## src/hdl/irq_pkg.sv

```systemverilog
package irq_pkg;

  // Special function register addresses on the core's internal bus
  localparam logic [7:0] ADDR_TIMER_CTRL  = 8'h88;
  localparam logic [7:0] ADDR_SERIAL_CTRL = 8'h98;
  localparam logic [7:0] ADDR_ENABLE      = 8'ha8;
  localparam logic [7:0] ADDR_LEVEL       = 8'hb8;

  // Enable register fields; the level register uses the same positions
  localparam int BIT_GLOBAL = 7;
  localparam int BIT_ADC    = 6;
  localparam int BIT_RSVD   = 5;
  localparam int BIT_SERIAL = 4;
  localparam int BIT_TIMER1 = 3;
  localparam int BIT_EXT1   = 2;
  localparam int BIT_TIMER0 = 1;
  localparam int BIT_EXT0   = 0;

  // Timer control register fields
  localparam int TC_T1_FLAG   = 7;
  localparam int TC_T1_RUN    = 6;
  localparam int TC_T0_FLAG   = 5;
  localparam int TC_T0_RUN    = 4;
  localparam int TC_EXT1_FLAG = 3;
  localparam int TC_EXT1_TRIG = 2;
  localparam int TC_EXT0_FLAG = 1;
  localparam int TC_EXT0_TRIG = 0;

  // Serial control register fields
  localparam int SC_TX_DONE = 1;
  localparam int SC_RX_DONE = 0;

  // Reset values and writable bits
  localparam logic [7:0] ENABLE_RESET = 8'h00;
  localparam logic [7:0] LEVEL_RESET  = 8'h00;
  localparam logic [7:0] TCTRL_RESET  = 8'h00;
  localparam logic [1:0] SERIAL_RESET = 2'h0;
  localparam logic [7:0] ENABLE_WMASK = 8'hdf;
  localparam logic [7:0] LEVEL_WMASK  = 8'h5f;
  localparam logic [1:0] PIN_IDLE     = 2'h3;

  // Source numbers, lowest number wins inside one level
  localparam int         NUM_SRC    = 6;
  localparam logic [2:0] SRC_EXT0   = 3'h0;
  localparam logic [2:0] SRC_TIMER0 = 3'h1;
  localparam logic [2:0] SRC_EXT1   = 3'h2;
  localparam logic [2:0] SRC_TIMER1 = 3'h3;
  localparam logic [2:0] SRC_SERIAL = 3'h4;
  localparam logic [2:0] SRC_ADC    = 3'h5;

  typedef struct packed {
    logic [7:0] addr;
    logic       wr;
    logic       rd;
    logic [7:0] wdata;
  } sfr_req_t;

  typedef struct packed {
    logic       req;
    logic [2:0] source;
    logic       high;
  } irq_out_t;

  typedef struct packed {
    logic [1:0] stage1;
    logic [1:0] stage2;
  } pin_sync_t;

  typedef enum logic [1:0] {
    SVC_NONE,
    SVC_LOW,
    SVC_HIGH,
    SVC_HIGH_OVER_LOW
  } svc_state_t;

  // Gathers the per-source bits of enable or level register in source order
  function automatic logic [NUM_SRC-1:0] src_bits(input logic [7:0] r);
    src_bits = {r[BIT_ADC], r[BIT_SERIAL], r[BIT_TIMER1],
                r[BIT_EXT1], r[BIT_TIMER0], r[BIT_EXT0]};
  endfunction

endpackage

```

## src/hdl/irq_enable_priority_unit.sv

```systemverilog
`timescale 1ns/1ns
// Summary of operation
// RULE1: Enable bit 7 is the global gate; zero masks all; resets to zero.
// RULE2: Enable bit 6 gates the converter request; resets to masked.
// RULE3: Serial request is transmit-done OR receive-done, gated by bit 4.
// RULE4: Enable bit 3 gates the Timer 1 overflow request; resets masked.
// RULE5: Enable bit 2 gates external interrupt 1; resets masked.
// RULE6: Enable bit 1 gates the Timer 0 overflow request; resets masked.
// RULE7: Enable bit 0 gates external interrupt 0; resets masked.
// RULE8: Enable bit 5 is reserved and never affects masking.
// RULE9: Each source has a level bit: zero low, one high.
// RULE10: Converter level bit chooses high or low; resets low.
// RULE11: Serial level bit chooses high or low; resets low.
// RULE12: Timer 1 level bit chooses high or low; resets low.
// RULE13: External 1 level bit chooses high or low; resets low.
// RULE14: Timer 0 level bit chooses high or low; resets low.
// RULE15: External 0 level bit chooses high or low; resets low.
// RULE16: Transmit-done flag set by hardware, cleared only by software.
// RULE17: Receive-done flag set by hardware, cleared only by software.
// RULE18: Ext 1 edge flag holds till cleared or serviced; level tracks pin.
// RULE19: Overflow sets each timer flag; software clears; flag forms request.
// RULE20: High requests preempt low routines; equal or lower levels wait.
module irq_enable_priority_unit
  import irq_pkg::*;
(
  input  wire logic          mclk,            // System clock, 10 MHz
  input  wire logic          reset_n,         // Asynchronous reset
  input  irq_pkg::sfr_req_t  sfr,             // Register bus request
  output logic      [7:0]    sfr_rdata,       // Register read data
  input  wire logic          ext0_irq_pin_n,  // External pin 0, async
  input  wire logic          ext1_irq_pin_n,  // External pin 1, async
  input  wire logic          timer0_overflow, // Timer 0 overflow pulse
  input  wire logic          timer1_overflow, // Timer 1 overflow pulse
  input  wire logic          tx_byte_done,    // Byte shifted out pulse
  input  wire logic          rx_byte_done,    // Byte received pulse
  input  wire logic          converter_irq,   // Converter request level
  input  wire logic          irq_ack,         // Core enters the routine
  input  wire logic          irq_return,      // Core leaves a routine
  output irq_pkg::irq_out_t  irq,             // Request to the core
  output logic      [1:0]    timer_run        // Timer run bits
);

  typedef struct packed {
    logic [7:0]  irq_enable_mask;
    logic [7:0]  irq_level_select;
    logic [7:0]  timer_ctrl;
    logic        tx_done_flag;
    logic        rx_done_flag;
    logic [1:0]  pin_prev;
    svc_state_t  svc;
    irq_out_t    out;
    logic [7:0]  rdata;
  } unit_state_t;

  unit_state_t        state;
  unit_state_t        next_state;
  logic [1:0]         pin_now;
  logic [1:0]         pin_fall;
  logic [NUM_SRC-1:0] raw_req;
  logic [NUM_SRC-1:0] pending;
  logic [NUM_SRC-1:0] src_high;
  irq_out_t           pick;
  logic               wr_tctrl;
  logic               wr_serial;
  logic               wr_enable;
  logic               wr_level;
  logic               ack_ok;
  logic               ack_ext0;
  logic               ack_ext1;

  // Write strobe aimed at one register address
  function automatic logic wr_hit(input sfr_req_t r, input logic [7:0] a);
    wr_hit = r.wr && (r.addr == a);
  endfunction

  // Bring both external pins into the clock domain
  pin_sync u_pin_sync (
    .mclk    (mclk),
    .reset_n (reset_n),
    .pin_in  ({ext1_irq_pin_n, ext0_irq_pin_n}),
    .pin_out (pin_now)
  );

  // Falling edge on an active-low pin marks a new request
  // History resets to idle high, so release of reset is no edge
  assign pin_fall = state.pin_prev & ~pin_now;

  // Register write decode
  assign wr_tctrl  = wr_hit(sfr, ADDR_TIMER_CTRL);
  assign wr_serial = wr_hit(sfr, ADDR_SERIAL_CTRL);
  assign wr_enable = wr_hit(sfr, ADDR_ENABLE);
  assign wr_level  = wr_hit(sfr, ADDR_LEVEL);

  // An acknowledge only counts while a request is presented
  // A stray acknowledge must not open a routine or clear a flag
  assign ack_ok   = irq_ack && state.out.req;
  assign ack_ext0 = ack_ok && (state.out.source == SRC_EXT0);
  assign ack_ext1 = ack_ok && (state.out.source == SRC_EXT1);

  // Raw requests in source order
  // The converter request is a level and is not latched here
  always_comb
  begin
    raw_req             = '0;
    raw_req[SRC_EXT0]   = state.timer_ctrl[TC_EXT0_FLAG];
    raw_req[SRC_TIMER0] = state.timer_ctrl[TC_T0_FLAG];        // RULE19
    raw_req[SRC_EXT1]   = state.timer_ctrl[TC_EXT1_FLAG];
    raw_req[SRC_TIMER1] = state.timer_ctrl[TC_T1_FLAG];        // RULE19
    raw_req[SRC_SERIAL] = state.tx_done_flag | state.rx_done_flag; // RULE3
    raw_req[SRC_ADC]    = converter_irq;
  end

  // Per-source and global gating; the reserved bit is not gathered
  // RULE2 RULE3 RULE4 RULE5 RULE6 RULE7 RULE8
  assign pending = raw_req & src_bits(state.irq_enable_mask)
                 & {NUM_SRC{state.irq_enable_mask[BIT_GLOBAL]}}; // RULE1

  // Level of each source from its own bit
  // RULE10 RULE11 RULE12 RULE13 RULE14 RULE15
  assign src_high = src_bits(state.irq_level_select); // RULE9

  // Choose the request to present to the core
  // Lowest source number wins inside one level
  irq_arbiter u_arbiter (
    .pending (pending),
    .high    (src_high),
    .svc     (state.svc),
    .pick    (pick)
  );

  // Next state of the whole unit
  // Clears come before sets in each block, so a set wins the cycle
  always_comb
  begin
    next_state          = state;
    next_state.pin_prev = pin_now;

    // Enable and level registers; reserved bits stay zero
    if (wr_enable)
    begin
      next_state.irq_enable_mask = sfr.wdata & ENABLE_WMASK; // RULE8
    end
    if (wr_level)
    begin
      next_state.irq_level_select = sfr.wdata & LEVEL_WMASK; // RULE9
    end

    // Timer run bits and trigger selects are plain storage
    if (wr_tctrl)
    begin
      next_state.timer_ctrl[TC_T1_RUN]    = sfr.wdata[TC_T1_RUN];
      next_state.timer_ctrl[TC_T0_RUN]    = sfr.wdata[TC_T0_RUN];
      next_state.timer_ctrl[TC_EXT1_TRIG] = sfr.wdata[TC_EXT1_TRIG];
      next_state.timer_ctrl[TC_EXT0_TRIG] = sfr.wdata[TC_EXT0_TRIG];
    end

    // Timer overflow flags: software writes, overflow sets and wins
    if (wr_tctrl)
    begin
      next_state.timer_ctrl[TC_T1_FLAG] = sfr.wdata[TC_T1_FLAG];
      next_state.timer_ctrl[TC_T0_FLAG] = sfr.wdata[TC_T0_FLAG];
    end
    if (timer1_overflow)
    begin
      next_state.timer_ctrl[TC_T1_FLAG] = 1'b1; // RULE19
    end
    if (timer0_overflow)
    begin
      next_state.timer_ctrl[TC_T0_FLAG] = 1'b1; // RULE19
    end

    // External 1 flag: sticky on edges, follows the pin in level mode
    // In level mode a written flag value is ignored
    if (state.timer_ctrl[TC_EXT1_TRIG])
    begin
      if (wr_tctrl)
      begin
        next_state.timer_ctrl[TC_EXT1_FLAG] = sfr.wdata[TC_EXT1_FLAG];
      end
      if (ack_ext1)
      begin
        next_state.timer_ctrl[TC_EXT1_FLAG] = 1'b0; // RULE18
      end
      if (pin_fall[1])
      begin
        next_state.timer_ctrl[TC_EXT1_FLAG] = 1'b1; // RULE18
      end
    end
    else
    begin
      next_state.timer_ctrl[TC_EXT1_FLAG] = ~pin_now[1]; // RULE18
    end

    // External 0 flag behaves the same way with its own select
    if (state.timer_ctrl[TC_EXT0_TRIG])
    begin
      if (wr_tctrl)
      begin
        next_state.timer_ctrl[TC_EXT0_FLAG] = sfr.wdata[TC_EXT0_FLAG];
      end
      if (ack_ext0)
      begin
        next_state.timer_ctrl[TC_EXT0_FLAG] = 1'b0;
      end
      if (pin_fall[0])
      begin
        next_state.timer_ctrl[TC_EXT0_FLAG] = 1'b1;
      end
    end
    else
    begin
      next_state.timer_ctrl[TC_EXT0_FLAG] = ~pin_now[0];
    end

    // Serial flags: only software clears, a new byte wins the cycle
    if (wr_serial)
    begin
      next_state.tx_done_flag = sfr.wdata[SC_TX_DONE];
      next_state.rx_done_flag = sfr.wdata[SC_RX_DONE];
    end
    if (tx_byte_done)
    begin
      next_state.tx_done_flag = 1'b1; // RULE16
    end
    if (rx_byte_done)
    begin
      next_state.rx_done_flag = 1'b1; // RULE17
    end

    // Nesting of routines in service
    // Only one level of nesting: high may interrupt low, never high
    case (state.svc)
      SVC_NONE:
      begin
        if (ack_ok)
        begin
          next_state.svc = state.out.high ? SVC_HIGH : SVC_LOW;
        end
      end
      SVC_LOW:
      begin
        if (ack_ok && state.out.high)
        begin
          next_state.svc = SVC_HIGH_OVER_LOW; // RULE20
        end
        else if (irq_return)
        begin
          next_state.svc = SVC_NONE;
        end
      end
      SVC_HIGH:
      begin
        if (irq_return)
        begin
          next_state.svc = SVC_NONE;
        end
      end
      SVC_HIGH_OVER_LOW:
      begin
        if (irq_return)
        begin
          next_state.svc = SVC_LOW; // RULE20
        end
      end
      default:
      begin
        next_state.svc = SVC_NONE;
      end
    endcase

    // Drop the request for one cycle after an acknowledge or return
    // so the core never enters twice on a stale request
    if (ack_ok || irq_return)
    begin
      next_state.out = '{req: 1'b0, source: 3'h0, high: 1'b0};
    end
    else
    begin
      next_state.out = pick;
    end

    // Read data is captured on a read strobe; unmapped reads give zero
    // A read and a write in one cycle return the old value
    if (sfr.rd)
    begin
      case (sfr.addr)
        ADDR_TIMER_CTRL:
        begin
          next_state.rdata = state.timer_ctrl;
        end
        ADDR_SERIAL_CTRL:
        begin
          next_state.rdata = '0;
          next_state.rdata[SC_TX_DONE] = state.tx_done_flag;
          next_state.rdata[SC_RX_DONE] = state.rx_done_flag;
        end
        ADDR_ENABLE:
        begin
          next_state.rdata = state.irq_enable_mask;
        end
        ADDR_LEVEL:
        begin
          next_state.rdata = state.irq_level_select;
        end
        default:
        begin
          next_state.rdata = '0;
        end
      endcase
    end
  end

  // All registers of the unit
  // Reset gives masked sources, low levels and idle pin history
  always_ff @(posedge mclk or negedge reset_n)
  begin
    if (!reset_n)
    begin
      state.irq_enable_mask  <= ENABLE_RESET; // RULE1
      state.irq_level_select <= LEVEL_RESET;
      state.timer_ctrl       <= TCTRL_RESET;
      state.tx_done_flag     <= SERIAL_RESET[SC_TX_DONE];
      state.rx_done_flag     <= SERIAL_RESET[SC_RX_DONE];
      state.pin_prev         <= PIN_IDLE;
      state.svc              <= SVC_NONE;
      state.out              <= '{req: 1'b0, source: 3'h0, high: 1'b0};
      state.rdata            <= 8'h00;
    end
    else
    begin
      state <= next_state;
    end
  end

  // Outputs straight from flip-flops
  // The request reaches the core one cycle after its flag
  assign sfr_rdata = state.rdata;
  assign irq       = state.out;
  assign timer_run = {state.timer_ctrl[TC_T1_RUN],
                      state.timer_ctrl[TC_T0_RUN]};

endmodule

```

## src/hdl/pin_sync.sv

```systemverilog
`timescale 1ns/1ns
module pin_sync
  import irq_pkg::*;
(
  input  wire logic       mclk,    // System clock
  input  wire logic       reset_n, // Asynchronous reset, active low
  input  wire logic [1:0] pin_in,  // Asynchronous pin levels
  output logic      [1:0] pin_out  // Levels after two flip-flops
);

  pin_sync_t state;
  pin_sync_t next_state;

  // Second stage alone reads the first
  always_comb
  begin
    next_state.stage1 = pin_in;
    next_state.stage2 = state.stage1;
  end

  // Pins idle high, so reset to that level
  always_ff @(posedge mclk or negedge reset_n)
  begin
    if (!reset_n)
    begin
      state <= '{stage1: PIN_IDLE, stage2: PIN_IDLE};
    end
    else
    begin
      state <= next_state;
    end
  end

  assign pin_out = state.stage2;

endmodule

```

## src/hdl/irq_arbiter.sv

```systemverilog
`timescale 1ns/1ns
module irq_arbiter
  import irq_pkg::*;
(
  input  wire logic [NUM_SRC-1:0] pending, // Enabled requests
  input  wire logic [NUM_SRC-1:0] high,    // Level of each source
  input  irq_pkg::svc_state_t     svc,     // Routines now in service
  output irq_pkg::irq_out_t       pick     // Winning request
);

  logic [NUM_SRC-1:0] hi_req;
  logic [NUM_SRC-1:0] lo_req;

  // High requests first, then low; fixed order inside a level
  always_comb
  begin
    hi_req = pending & high;
    lo_req = pending & ~high;
    pick   = '{req: 1'b0, source: 3'h0, high: 1'b0};
    if (svc == SVC_NONE)
    begin
      for (int i = NUM_SRC - 1; i >= 0; i--)
      begin
        if (lo_req[i])
        begin
          pick = '{req: 1'b1, source: 3'(i), high: 1'b0};
        end
      end
    end
    // High level may preempt a low routine, never another high one
    if (svc == SVC_NONE || svc == SVC_LOW) // RULE20
    begin
      for (int i = NUM_SRC - 1; i >= 0; i--)
      begin
        if (hi_req[i])
        begin
          pick = '{req: 1'b1, source: 3'(i), high: 1'b1};
        end
      end
    end
  end

endmodule

```

## config.mk

```make
export PLATFORM = sky130hd
export DESIGN_NAME = irq_enable_priority_unit
export DESIGN_NICKNAME = d
export VERILOG_FILES = /design/src/hdl/irq_pkg.sv /design/src/hdl/irq_enable_priority_unit.sv /design/src/hdl/pin_sync.sv /design/src/hdl/irq_arbiter.sv
export SDC_FILE = /design/constraint.sdc
export NUM_CORES = 1
export LEC_CHECK = 0
export ABC_AREA = 1
export BUFFER_PORTS_ARGS = -buffer_cell sky130_fd_sc_hd__buf_4
export CELL_PAD_IN_SITES_DETAIL_PLACEMENT = 1
export CELL_PAD_IN_SITES_GLOBAL_PLACEMENT = 2
export CORE_AREA = 4 4 90 92
export DETAILED_ROUTE_END_ITERATION = 10
export DIE_AREA = 0 0 94 96
export HOLD_SLACK_MARGIN = 0.05
export PLACE_DENSITY_LB_ADDON = 0.1
export SLEW_MARGIN = 20
export SYNTH_ARGS = -nofsm -noshare
export SYNTH_HDL_FRONTEND = slang
export SYNTH_HIERARCHICAL = 1
export SYNTH_SLANG_ARGS = --single-unit
export TNS_END_PERCENT = 100
```

## constraint.sdc

```tcl
create_clock -name mclk -period 4.2 [get_ports mclk]
set_input_delay 0.42 -clock mclk [delete_from_list [all_inputs] [get_ports mclk]]
set_output_delay 0.42 -clock mclk [all_outputs]
set_load 0.02 [all_outputs]
```

==> summary.md <==
| Metric | Value |
|---|---|
| Initial Utilization | `0.336` |
| Total routed wirelength | `6.10 mm` |
| Distinct cells, synth | `30` |
| Synthesized net count | `336` |
| Worst endpoint required time | `4.43 ns` |
| Total core area | `0.00721 mm^2` |
| Pre-CTS WS | `2.46 ns` |
| Worst-path fanout max | `8` |
| Longest Clk Path Bufs | `2` |
| RePlAce Congestion | `0.808` |
| Post CTS Setup Buffer Count | `0` |
| Number of inserted diodes | `0` |
| Post-layout net count | `368` |
| Via/cell ratio | `4.56` |
| Setup TNS | `0 ns` |
| Hold_ws | `0.108 ns` |
| Synthesis-to-layout area growth | `16.4%` |
| CTS Sinks | `44` |
| Syn_area_per_cell | `7.89 um^2` |
| Vias in the first global route | `2119` |
| Share of cells above drive strength 1 | `0.232` |
| Dpl cell area | `0.00273 mm^2` |
| Critical setup path kind | `reg -> reg` |
| Final Cell Area | `0.00282 mm^2` |
| Fin Clk Skew | `0.00643 ns` |
| Fmax | `0.623 GHz` |
| Initial antenna violation count | `0` |
| PnR worst setup slack | `2.59 ns` |
| Worst-path clk slew | `0.09 ns` |
| Cells after synthesis | `307` |
| YS warnings | `6` |
| Status | `finished, final reports clean` |
| Post-Layout Cell Count | `439` |
| Hold/Removal Path Class | `in -> async` |
| # fillers | `920` |
| Iter 0 DRT Violations | `74` |
| Worst Path Arrival | `1.83 ns` |
| CTS tree | `yes` |
| First-pass GRT wire length | `10.3 mm` |
| WL/cell | `13.9 um` |
| Register area | `0.00111 mm^2` |
| Min cycle time layout | `1.61 ns` |
| I/O pin count | `44` |
| Pre-Repair DR Iteration Count | `6` |
| Register bit total from synthesis | `44` |
| RSZ-0062 raised after global routing | `no` |
| Die area | `0.00902 mm^2` |
| Post-synthesis sequential area ratio | `0.458` |
| I/O Buffers | `43` |
| Fin util | `0.391` |
| Worst vdd ir | `0.195 mV` |
| Worst R2R Path Depth | `10` |
| PwrDens | `334 mW/mm^2` |
| Vert. Die Dim | `96 um` |
| Largest net degree at the start of global routing | `45` |
| Row Count | `31` |
| Leakage | `1.53 nW` |
| Slew HR | `0.621` |
| Final period util | `0.382` |
| DRC errors left | `0` |
| Antenna viol nets, final | `0` |
| Hold Fails Final Rpt | `0` |
| Clk Latency, worst-skew pair | `0.30 ns` |
| Total power | `941 uW` |
| Die Wd | `94 um` |
| Final Max Slew Viols | `0` |
| Total CTS buffers | `5` |
| Slew at the pin closest to its max-slew limit | `0.568 ns` |
| CTS resizes | `0` |
| Final setup violation count | `0` |
| Post-DP HPWL | `4.81 mm` |
| CTS H-tree depth | `2` |
| Reg2Reg Launch Point | `state[42]$_DFFE_PN0P_` |
| Area of the multi-input gates | `0.00102 mm^2` |
| Inst Count DP | `431` |
| Max Cap Viol | `0` |
| Reg-to-reg setup timing slack | `2.59 ns` |
| Post-CTS Hold Buffers | `0` |
| Setup crit end kind | `register` |
| DR vias | `2003` |
| Post-synthesis instance area | `0.00242 mm^2` |
| Total grt overflow | `0` |
| Crit start category | `register` |
| CTS root buffer | `clkbuf_8` |
| Gr usage total | `0.148` |
| R2R Path End | `irq[2]$_DFF_PN0_` |
-- flip-flops by register name, summed over array words and instances, names as in the netlist --
name	cells
sfr_rdata	8
timer_run	2
src_high	6
irq	5
u_pin_sync/pin_out	2
raw_req	4
u_pin_sync/next_state	2
state	15
-- routing by layer --
metal / track usage / vias to the layer above / share of wire
li1: - / 1027 / -
met1: 0.196 / 940 / 0.49
met2: 0.255 / 34 / 0.47
met3: 0.0235 / 2 / 0.033
met4: 0.0325 / 0 / 0.0048
met5: 0 / - / 0
-- cells by family (layout without fill, tap and decap cells) --
group                  after synthesis  in the layout  share of synthesized area
AOI/OAI and AO/OA                   38             38                     0.0863
DFF                                 44             44                      0.458
buffers and inverters               58             91                      0.121
and+or+nand+nor                    167            167                      0.334
-- worst max-delay path: stages, from the launching register on --
cell	delay (ns)
dfrtp_1	0.33
inv_1	0.11
nor3_1	0.27
nand2_1	0.11
nand2_1	0.07
inv_1	0.06
nor2_1	0.08
a31oi_1	0.08
nor4_1	0.21
inv_1	0.09
nor2_1	0.12
-- report_power, final --
group	switching (mW)	total, mW	internal (mW)
Clock	0.155	0.273	0.118
Combinational	0.113	0.188	0.0747
Sequential	0.0247	0.480	0.455
Total	0.293	0.941	0.648
-- layout make-up --
cell class | count | area share
repair buffers | 43 | 0.115
clock buffers | 5 | 0.0244
clock inverters | 3 | 0.00844
inverters | 40 | 0.0537
well taps | 99 | 0.0440
flip-flops and latches | 44 | 0.393
multi-input cells | 205 | 0.361
-- synthesized netlist by cell type (all sizes together) --
cell type	n	area share
nand2	100	0.17
inv	39	0.060
dfrtp	38	0.39
nand3	31	0.071
nor2	25	0.069
o21ai	25	0.052
buf	18	0.059
a21oi	7	0.016
dfstp	6	0.065
nor3	6	0.012
o21a	3	0.0093
nand4	2	0.0052
a31oi	1	0.0026
a41oi	1	0.0036
and2	1	0.0031
clkinv	1	0.0021
nand3b	1	0.0031
nor4	1	0.0026
o31ai	1	0.0031
-- placed cells by master (no fill, tap or decap), types with 2 or more instances in the layout --
master / synthesis / routed
nand2_1: 94 / 94
buf_4: 16 / 43
dfrtp_1: 38 / 38
inv_1: 35 / 35
nand3_1: 29 / 29
o21ai_1: 20 / 20
nor2_1: 18 / 18
nor3_1: 6 / 6
a21oi_1: 6 / 6
dfstp_2: 6 / 6
o21ai_0: 5 / 5
clkbuf_8: 0 / 5
inv_2: 4 / 4
nand2_2: 3 / 3
nor2_8: 3 / 3
nand2_4: 3 / 3
nor2_4: 3 / 3
o21a_1: 3 / 3
nand4_1: 2 / 2
clkinvlp_4: 0 / 2
-- worst max path at each step --
stage | startpoint | to | cells past startpoint
final | state[42]$_DFFE_PN0P_ | irq[2]$_DFF_PN0_ | 10
after CTS | state[42]$_DFFE_PN0P_ | irq[2]$_DFF_PN0_ | 10
after global routing | state[42]$_DFFE_PN0P_ | irq[2]$_DFF_PN0_ | 10
after detailed placement | sfr[10] | state[35]$_DFFE_PN0P_ | 8
after global placement | sfr[10] | state[35]$_DFFE_PN0P_ | 8
after floorplan | converter_irq | irq[1]$_DFF_PN0_ | 16
(Power assumes the default switching activity.)
